**src/shared/wwdc_consts.vh**
```
// constants for the windowed watchdog clear control block
`ifndef WWDC_CONSTS_VH
`define WWDC_CONSTS_VH

// register byte addresses
`define WWDC_ADR_CTRL0      12'h18c
`define WWDC_ADR_CTRL1      12'h190
`define WWDC_ADR_FLAGS      12'h194
`define WWDC_ADR_ISTAT      12'h198
`define WWDC_ADR_IMASK      12'h19c

// control 0 fields
`define WWDC_SEN_BIT        0
`define WWDC_PS_LSB         1
`define WWDC_PS_MSB         5

// flags register fields
`define WWDC_FL_TO_N        0
`define WWDC_FL_PD_N        1
`define WWDC_FL_WATCHDOG_RESET_FLAG_N_N      2
`define WWDC_FL_WV_N        3
`define WWDC_FL_ARMED       4
`define WWDC_FL_ACTIVE      5

// interrupt status fields
`define WWDC_IRQ_TIMEOUT    0
`define WWDC_IRQ_VIOL       1
`define WWDC_IRQ_WAKE       2
`define WWDC_IRQ_W          3

// reset values
`define WWDC_PS_RST         5'h0b
`define WWDC_PS_CFG_SW      5'h1f
`define WWDC_SEN_RST        1'b0
`define WWDC_CTRL1_RST      8'h00
`define WWDC_FLAGS_RST      4'hf

// prescaler timing
`define WWDC_PS_MAX         5'h12
`define WWDC_PS_SHIFT       5
`define WWDC_CNT_W          23

// watchdog mode configuration codes
`define WWDC_MODE_OFF       2'b00
`define WWDC_MODE_SW        2'b01
`define WWDC_MODE_NOSLEEP   2'b10
`define WWDC_MODE_ON        2'b11

`endif

```
**src/core/wwdc_counter.v**
```verilog
// prescaled watchdog counter with time-out detection
`timescale 1ns/1ps
module wwdc_counter (
    // clock and reset
    input  wire        clk,
    input  wire        rst_n,
    // control
    input  wire        tick,
    input  wire        clear,
    input  wire        run,
    input  wire [4:0]  ps,
    // status
    output reg  [22:0] count_q,
    output reg         expired_q
);
`include "wwdc_consts.vh"

    // last count value before time-out, 2^(n+5)-1
    function [22:0] wwdc_last;
        input [4:0] sel;
        reg   [4:0] eff;
        begin
            eff = (sel > `WWDC_PS_MAX) ? 5'h00 : sel;
            wwdc_last = (23'h000001 << (eff + `WWDC_PS_SHIFT)) - 23'h000001;
        end
    endfunction

    wire at_last = (count_q >= wwdc_last(ps));

    always @(posedge clk or negedge rst_n) begin
        if (!rst_n) begin
            count_q   <= 23'h000000;
            expired_q <= 1'b0;
        end else begin
            expired_q <= 1'b0;
            if (clear || !run) begin
                count_q <= 23'h000000;
            end else if (tick) begin
                if (at_last) begin
                    count_q   <= 23'h000000;
                    expired_q <= 1'b1;
                end else begin
                    count_q <= count_q + 23'h000001;
                end
            end
        end
    end
endmodule

```
**src/core/wwdc_top.v**
```verilog
// windowed watchdog clear, arming and sleep control with its register file
// Overview of operation
// - counter zeroed on reset, valid clear, sleep in/out, disable, OSCILLATOR_STARTUP_TIMER, control writes
// - windowed mode needs a control 0 read to arm before a clear works
// - clear without arming is a window violation only in windowed mode
// - enabled in sleep, counting restarts from zero after the entry clear
// - leaving sleep clears the counter again
// - crystal source holds counter cleared until OSCILLATOR_STARTUP_TIMER ends; others clear once
// - time-out in sleep wakes the device instead of resetting it
// - time-out and power-down flags updated after a watchdog event
// - watchdog reset flag (active low) records a time-out reset while awake, not a window violation reset
// - off-in-sleep mode clears the counter on sleep entry
// - oscillator divider changes leave the counter alone
// - control 0 holds prescale bits 5:1, enable bit 0 reset 0, bits 7:6 zero
// - prescale n divides by 2^(n+5); codes above 10010 give minimum interval
// - default prescale code 01011, ratio 1:65536, about 2 s
// - window violation resets and clears the active-low violation flag
// - mode 01 lets the software enable bit switch the watchdog
//
// Register access over Wishbone was decided locally.
`timescale 1ns/1ps
module wwdc_top (
    // clock and reset
    input  wire        clk,
    input  wire        rst_n,
    // wishbone slave
    input  wire        wb_cyc_i,
    input  wire        wb_stb_i,
    input  wire        wb_we_i,
    input  wire [11:0] wb_adr_i,
    input  wire [3:0]  wb_sel_i,
    input  wire [31:0] wb_dat_i,
    output wire [31:0] wb_dat_o,
    output wire        wb_ack_o,
    // configuration settings
    input  wire [1:0]  cfg_mode_i,
    input  wire [4:0]  cfg_period_i,
    input  wire        cfg_windowed_i,
    // cpu core and clock system
    input  wire        clear_instr_i,
    input  wire        sleep_i,
    input  wire        ost_running_i,
    input  wire        sysclk_crystal_i,
    input  wire        lf_clk_i,
    // events out
    output wire        wdt_reset_o,
    output wire        wake_o,
    output wire        irq_o
);
`include "wwdc_consts.vh"

    // captured configuration
    reg  [1:0]  mode_q;
    reg         windowed_q;
    reg         cfg_done_q;

    // registers
    reg  [4:0]  ps_q;
    reg         sen_q;
    reg  [7:0]  ctrl1_q;
    reg         to_n_q;
    reg         pd_n_q;
    reg         watchdog_reset_flag_n_n_q;
    reg         wv_n_q;
    reg         armed_q;
    reg  [2:0]  istat_q;
    reg  [2:0]  imask_q;

    // bus
    reg         ack_q;
    reg  [31:0] dat_q;

    // event state
    reg         sleep_q;
    reg         hold_q;
    reg         reset_q;
    reg         wake_q;

    // low-frequency clock synchroniser
    reg         lf_s1_q;
    reg         lf_s2_q;
    reg         lf_s3_q;

    wire        expired;

    // strap capture after reset release; configuration is fixed after that
    always @(posedge clk or negedge rst_n) begin
        if (!rst_n) begin
            mode_q     <= `WWDC_MODE_OFF;
            windowed_q <= 1'b0;
            cfg_done_q <= 1'b0;
        end else if (!cfg_done_q) begin
            mode_q     <= cfg_mode_i;
            windowed_q <= cfg_windowed_i;
            cfg_done_q <= 1'b1;
        end
    end

    // oscillator edge only from the second stage onward
    always @(posedge clk or negedge rst_n) begin
        if (!rst_n) begin
            lf_s1_q <= 1'b0;
            lf_s2_q <= 1'b0;
            lf_s3_q <= 1'b0;
        end else begin
            lf_s1_q <= lf_clk_i;
            lf_s2_q <= lf_s1_q;
            lf_s3_q <= lf_s2_q;
        end
    end

    wire lf_tick = lf_s2_q & ~lf_s3_q;

    // bus decode
    wire bus_req  = wb_cyc_i & wb_stb_i;
    wire bus_done = bus_req & ack_q;
    wire wr_done  = bus_done & wb_we_i & wb_sel_i[0];
    wire rd_done  = bus_done & ~wb_we_i;
    wire hit_c0   = (wb_adr_i == `WWDC_ADR_CTRL0);
    wire hit_c1   = (wb_adr_i == `WWDC_ADR_CTRL1);
    wire hit_fl   = (wb_adr_i == `WWDC_ADR_FLAGS);
    wire hit_is   = (wb_adr_i == `WWDC_ADR_ISTAT);
    wire hit_im   = (wb_adr_i == `WWDC_ADR_IMASK);
    wire wr_ctrl  = wr_done & (hit_c0 | hit_c1);
    wire rd_c0    = rd_done & hit_c0;

    // watchdog active per mode and sleep state
    reg active;
    always @* begin
        case (mode_q)
            `WWDC_MODE_ON:      active = 1'b1;
            `WWDC_MODE_NOSLEEP: active = ~sleep_i;
            `WWDC_MODE_SW:      active = sen_q;
            `WWDC_MODE_OFF:     active = 1'b0;
            default:            active = 1'b0;
        endcase
    end

    // sleep edges
    wire sleep_enter = sleep_i & ~sleep_q;
    wire sleep_exit  = ~sleep_i & sleep_q;

    // clear instruction split by arming
    wire need_arm    = windowed_q;
    wire clr_valid   = clear_instr_i & (armed_q | ~need_arm);
    wire clr_violate = clear_instr_i & need_arm & ~armed_q;

    // post-wake hold for crystal sources until start-up timer ends
    always @(posedge clk or negedge rst_n) begin
        if (!rst_n) begin
            hold_q <= 1'b0;
        end else if (sleep_exit & sysclk_crystal_i) begin
            hold_q <= 1'b1;
        end else if (!ost_running_i) begin
            hold_q <= 1'b0;
        end
    end

    // divider changes are deliberately absent from the clear sources
    wire counter_clear = clr_valid
                       | sleep_enter
                       | sleep_exit
                       | ~active
                       | ost_running_i
                       | hold_q
                       | wr_ctrl;

    wwdc_counter u_counter (
        .clk       (clk),
        .rst_n     (rst_n),
        .tick      (lf_tick),
        .clear     (counter_clear),
        .run       (active),
        .ps        (ps_q),
        .count_q   (),
        .expired_q (expired)
    );

    wire timeout_sleep = expired & sleep_q;
    wire timeout_awake = expired & ~sleep_q;

    // sleep tracking and event pulses
    always @(posedge clk or negedge rst_n) begin
        if (!rst_n) begin
            sleep_q <= 1'b0;
            reset_q <= 1'b0;
            wake_q  <= 1'b0;
        end else begin
            sleep_q <= sleep_i;
            reset_q <= timeout_awake | clr_violate;
            wake_q  <= timeout_sleep;
        end
    end

    // arming: a read of control 0 arms, any clear attempt disarms
    always @(posedge clk or negedge rst_n) begin
        if (!rst_n) begin
            armed_q <= 1'b0;
        end else if (clear_instr_i) begin
            armed_q <= 1'b0;
        end else if (rd_c0) begin
            armed_q <= 1'b1;
        end
    end

    // control registers; prescale reset follows the period setting
    always @(posedge clk or negedge rst_n) begin
        if (!rst_n) begin
            ps_q    <= `WWDC_PS_RST;
            sen_q   <= `WWDC_SEN_RST;
            ctrl1_q <= `WWDC_CTRL1_RST;
        end else if (!cfg_done_q) begin
            ps_q <= (cfg_period_i == `WWDC_PS_CFG_SW) ? `WWDC_PS_RST : cfg_period_i;
        end else if (wr_done) begin
            if (hit_c0) begin
                ps_q  <= wb_dat_i[`WWDC_PS_MSB:`WWDC_PS_LSB];
                sen_q <= wb_dat_i[`WWDC_SEN_BIT];
            end
            if (hit_c1) begin
                ctrl1_q <= wb_dat_i[7:0];
            end
        end
    end

    // status flags; hardware events win over a software write
    always @(posedge clk or negedge rst_n) begin
        if (!rst_n) begin
            to_n_q   <= 1'b1;
            pd_n_q   <= 1'b1;
            watchdog_reset_flag_n_n_q <= 1'b1;
            wv_n_q   <= 1'b1;
        end else begin
            if (expired) begin
                to_n_q <= 1'b0;
                pd_n_q <= ~sleep_q;
            end else if (sleep_enter) begin
                to_n_q <= 1'b1;
                pd_n_q <= 1'b0;
            end else if (clr_valid) begin
                to_n_q <= 1'b1;
                pd_n_q <= 1'b1;
            end else if (wr_done & hit_fl) begin
                to_n_q <= to_n_q | wb_dat_i[`WWDC_FL_TO_N];
                pd_n_q <= pd_n_q | wb_dat_i[`WWDC_FL_PD_N];
            end
            if (timeout_awake) begin
                watchdog_reset_flag_n_n_q <= 1'b0;
            end else if (wr_done & hit_fl & wb_dat_i[`WWDC_FL_WATCHDOG_RESET_FLAG_N_N]) begin
                watchdog_reset_flag_n_n_q <= 1'b1;
            end
            if (clr_violate) begin
                wv_n_q <= 1'b0;
            end else if (wr_done & hit_fl & wb_dat_i[`WWDC_FL_WV_N]) begin
                wv_n_q <= 1'b1;
            end
        end
    end

    // interrupt status, write one to clear, a new event wins
    wire [2:0] irq_set;
    assign irq_set[`WWDC_IRQ_TIMEOUT] = expired;
    assign irq_set[`WWDC_IRQ_VIOL]    = clr_violate;
    assign irq_set[`WWDC_IRQ_WAKE]    = timeout_sleep;

    wire [2:0] irq_clr = (wr_done & hit_is) ? wb_dat_i[2:0] : 3'h0;

    always @(posedge clk or negedge rst_n) begin
        if (!rst_n) begin
            istat_q <= 3'h0;
            imask_q <= 3'h0;
        end else begin
            istat_q <= (istat_q & ~irq_clr) | irq_set;
            if (wr_done & hit_im) begin
                imask_q <= wb_dat_i[2:0];
            end
        end
    end

    // read mux
    reg [31:0] rd_data;
    always @* begin
        rd_data = 32'h00000000;
        if (hit_c0) begin
            rd_data[`WWDC_PS_MSB:`WWDC_PS_LSB] = ps_q;
            rd_data[`WWDC_SEN_BIT]             = sen_q;
        end else if (hit_c1) begin
            rd_data[7:0] = ctrl1_q;
        end else if (hit_fl) begin
            rd_data[`WWDC_FL_TO_N]   = to_n_q;
            rd_data[`WWDC_FL_PD_N]   = pd_n_q;
            rd_data[`WWDC_FL_WATCHDOG_RESET_FLAG_N_N] = watchdog_reset_flag_n_n_q;
            rd_data[`WWDC_FL_WV_N]   = wv_n_q;
            rd_data[`WWDC_FL_ARMED]  = armed_q;
            rd_data[`WWDC_FL_ACTIVE] = active;
        end else if (hit_is) begin
            rd_data[2:0] = istat_q;
        end else if (hit_im) begin
            rd_data[2:0] = imask_q;
        end
    end

    // one wait state; data captured on the request edge stays put through ack
    always @(posedge clk or negedge rst_n) begin
        if (!rst_n) begin
            ack_q <= 1'b0;
            dat_q <= 32'h00000000;
        end else begin
            ack_q <= bus_req & ~ack_q;
            if (bus_req & ~ack_q & ~wb_we_i) begin
                dat_q <= rd_data;
            end
        end
    end

    assign wb_ack_o    = ack_q;
    assign wb_dat_o    = dat_q;
    assign wdt_reset_o = reset_q;
    assign wake_o      = wake_q;
    assign irq_o       = |(istat_q & imask_q);

endmodule

```
**config.mk**
```make
export PLATFORM = sky130hd
export DESIGN_NAME = wwdc_top
export DESIGN_NICKNAME = d
export VERILOG_FILES = /design/src/core/wwdc_counter.v /design/src/core/wwdc_top.v
export VERILOG_INCLUDE_DIRS = /design/src /design/src/shared
export SDC_FILE = /design/constraint.sdc
export NUM_CORES = 1
export LEC_CHECK = 0
export ABC_CLOCK_PERIOD_IN_PS = 4600
export BUFFER_PORTS_ARGS = -buffer_cell sky130_fd_sc_hd__clkbuf_2
export CAP_MARGIN = 40
export CORE_MARGIN = 2
export CORE_UTILIZATION = 47
export DETAILED_ROUTE_END_ITERATION = 10
export GPL_TIMING_DRIVEN = 0
export HOLD_SLACK_MARGIN = 0.12
export PLACE_DENSITY = 0.71
export SYNTH_ARGS = -nofsm -noshare
export SYNTH_HDL_FRONTEND = slang
export SYNTH_HIERARCHICAL = 1
export SYNTH_SLANG_ARGS = --single-unit
export TNS_END_PERCENT = 50
```
**constraint.sdc**
```tcl
create_clock -name clk -period 4.6 [get_ports clk]
set_input_delay 0.23 -clock clk [delete_from_list [all_inputs] [get_ports clk]]
set_output_delay 0.23 -clock clk [all_outputs]
set_load 0.02 [all_outputs]
```
==> results.yml <==
status:
  status: "completed"
pwr:
  p_switching_mw: 0.392
  internal_dissipation_mw: 1.04
  powerDensity_mw_per_mm2: 262
  power.combinational.fraction_pct: 17.1
  power.ir.vdd_worst_mv: 0.212
  seq_power_share_pct: 44.3
  clockPowerShare_pct: 38.6
  power.leakage_nw: 2.57
  p_sw_share_pct: 27.3
clocking:
  cts_sinks: 69
  numCtsBuffers: 9
  worstSkewPairLatency_ps: 360
  clock_tree.root_cell: "clkbuf_8"
  cts_repair_resize_count: 0
  clock_pin_slew_worst_setup_and_hold_paths_ps: 70
  cts_max_path_buffers: 2
  htreeDepth: 3
  clock_tree_from_tritoncts: "done"
drt:
  route.antenna.remaining_nets: 0
  drt_first_pass_iters: 5
  detail_route.wirelength_um: 11500
  route.detailed.vias_per_inst: 5.64
  drc: 0
  drt_first_iter_violations: 227
  routed_wire_length_per_instance_um: 15.5
  routed_via_count: 4176
critical_path:
  reg2reg_from: "ps_q[3]"
  rrSetupSlack_ps: 690
  path_class: "reg -> reg"
  worst-endpoint-required_ps: 4870
  reg2reg_to: "u_counter/count_q[3]"
  worst_path_maximum_fanout: 10
  worst-r2r-cell-count: 17
  type_of_element_launching_the_critical_path: "flip-flop"
  critical_path.startpoint: "ps_q[3]"
  worst_ep_arrival_time_ps: 4180
  endpoint_kind: "flip-flop"
  critical_path.endpoint: "u_counter/count_q[3]"
sta:
  grt_setup_unrepaired: "no"
  finalSetupViolations: 0
  slew_headroom_pct: 38.5
  worstMarginPinSlew_ps: 921
  sum_of_negative_setup_slack_ps: 0
  post-route-period-util_pct: 85.0
  timing_max_transition_violations_final: 0
  skew_ps: 13.8
  max_freq_mhz: 256
  hold_viol_final: 0
  period_minus_slack_ps: 3910
global_route:
  antenna_found_initial: 0
  first_global_vias: 3988
  grt-ovfl-total: 0
  grt.total_usage_pct: 22.9
  grt_pass1_wl_um: 18700
  pin_count_of_the_biggest_net_entering_global_routing: 51
worst_hold_path:
  worstHoldPathType: "in -> reg"
  min_from: "sysclk_crystal_i"
floorplan:
  die_height_um: 103
  chipWidth_um: 103
  fp-row-count: 36
  design.die.area_sq_mm: 0.0106
  num_io_pins: 102
  initial_core_utilization_pct: 47.7
  std_cell_core_area_sq_mm: 0.00964
synth:
  synth.yosys.warnings: 6
  synth-main-ff-cell: "dfrtp_1"
  top_area_cell_type_share_of_the_netlist_area_pct: 33.7
  synthCells: 502
  mappedNetlistArea_sq_mm: 0.00460
  synth.top_cells.by_area: "dfrtp_1, ha_1, buf_4"
  synth_seq_area_share_pct: 37.7
  postSynthRegisterBits: 69
  avgSynthCellArea_sq_um: 9.16
  synth_enable_flop_cells: 0
  netlist_cell_types: 70
  postSynth.asyncResetShare_pct: 100
  synth_top_area_cell: "dfrtp_1"
placed_design:
  numPlacedInstances: 711
  dp_hpwl_um: 8550
  portBuffers: 50
  globalplace.congestion: 0.853
job:
  cap_violations: 0
layout:
  layout_cell_share_with_drive_strength_beyond_1_pct: 22.6
  layout_area_overhead_pct: 19.3
  final_util_pct: 56.9
  antenna-diode-count: 0
  final_cells: 740
  nNetsFinal: 693
layout by cell type (no fill, tap or decap), types with 20 or more instances in the layout:
| master | netlist | final |
|---|---|---|
| dfrtp_1 | 62 | 62 |
| nand2_1 | 51 | 51 |
| clkbuf_2 | 0 | 49 |
| nand3_1 | 35 | 35 |
| nor2_1 | 32 | 32 |
| conb_1 | 4 | 29 |
| buf_4 | 28 | 28 |
| a21oi_1 | 27 | 27 |
| a31oi_1 | 27 | 27 |
| ha_1 | 25 | 25 |
| nand4_1 | 20 | 20 |
state kept, by name, summed over array words and instances, names as in the netlist, 2 cells and up:
name               cells
ps_q                   5
wb_dat_o               8
u_counter/count_q     23
istat_q                3
imask_q                3
mode_q                 2
ctrl1_q                8
cell families after synthesis:
kind of cell / after synthesis / synth area share [%]
xor gates and xnor gates: 3 / 0.572
buffers and inverters: 66 / 8.54
other: 4 / 0.326
adders and majority gates: 25 / 6.80
and+or+nand+nor: 202 / 23.8
muxes: 21 / 5.80
DFF: 69 / 37.7
AOI/OAI and AO/OA: 112 / 16.4
power groups by stage:
stage	Clock [mW]	Sequential, mW	Combinational (mW)
5_1_grt	0.582	0.637	0.277
3_3_place_gp	0	0.646	0.224
3_5_place_dp	0	0.647	0.232
4_1_cts	0.561	0.635	0.242
2_1_floorplan	0	0.645	0.162
6_report	0.554	0.635	0.246
metrics by stage:
stage	hold WS, ps	power (mW)	setup slack (ps)	area [sq um]
after floorplan	-65.6	0.806	1300	4690
after global placement	340	0.870	821	5110
after detailed placement	186	0.879	731	5140
after CTS	124	1.44	705	5490
after global routing	138	1.50	360	5490
final	135	1.44	690	5490
worst min-delay path by stage:
stage / endpoint / depth (start not counted)
after detailed placement: u_counter/count_q[21] / 1
after global routing: ctrl1_q[5] / 2
final: hold_q / 2
after floorplan: armed_q / 0
after CTS: ctrl1_q[4] / 2
after global placement: lf_s2_q / 0
timing repair:
action                                 4_1_cts  5_1_grt
setup buffers                                0        0
hold buffers                                13        0
endpoints found under the hold margin       30        0
worst max-delay path: stages (launching register included):
cell and delay (ps):
dfstp_2 550, clkbuf_1 370, inv_1 140, nor2_1 200, clkbuf_1 320, nand3_1 120, o41ai_1 90, a21oi_1 150
ha_1 350, a21oi_2 130, a31oi_1 130, a2111oi_4 340, and4b_1 240, buf_4 160, buf_8 150, buf_6 150
nand2_1 60, a31oi_1 180
synth_stat cells, types with 7 or more instances:
cell	number
a21oi_1	27
nand4_1	20
mux2_2	15
buf_4	28
or3_1	8
dfstp_2	7
nor3_1	8
nand2_1	51
ha_1	25
nor2_1	32
a31oi_1	27
nor2b_1	7
clkbuf_1	13
nand2b_1	7
nand3_1	35
dfrtp_1	62
o21ai_0	15
inv_1	14
area by class of cell:
class                   count  area, sq um
fillers                   880         4150
multi-input cells         392         2560
flip-flops and latches     69         1740
repair buffers             64          410
plain buffers              51          337
well taps                 133          166
clock buffers              13          149
clock inverters             3         68.8
inverters                  15         56.3
per-layer routing:
layer	vias up	GRT usage [%]	part of all wire [%]
met4	0	10.1	1.9
met5	-	0	0
met2	136	36.6	49
li1	2028	-	-
met3	19	4.68	5.4
met1	1993	30.2	44
(Power assumes the default switching activity.)
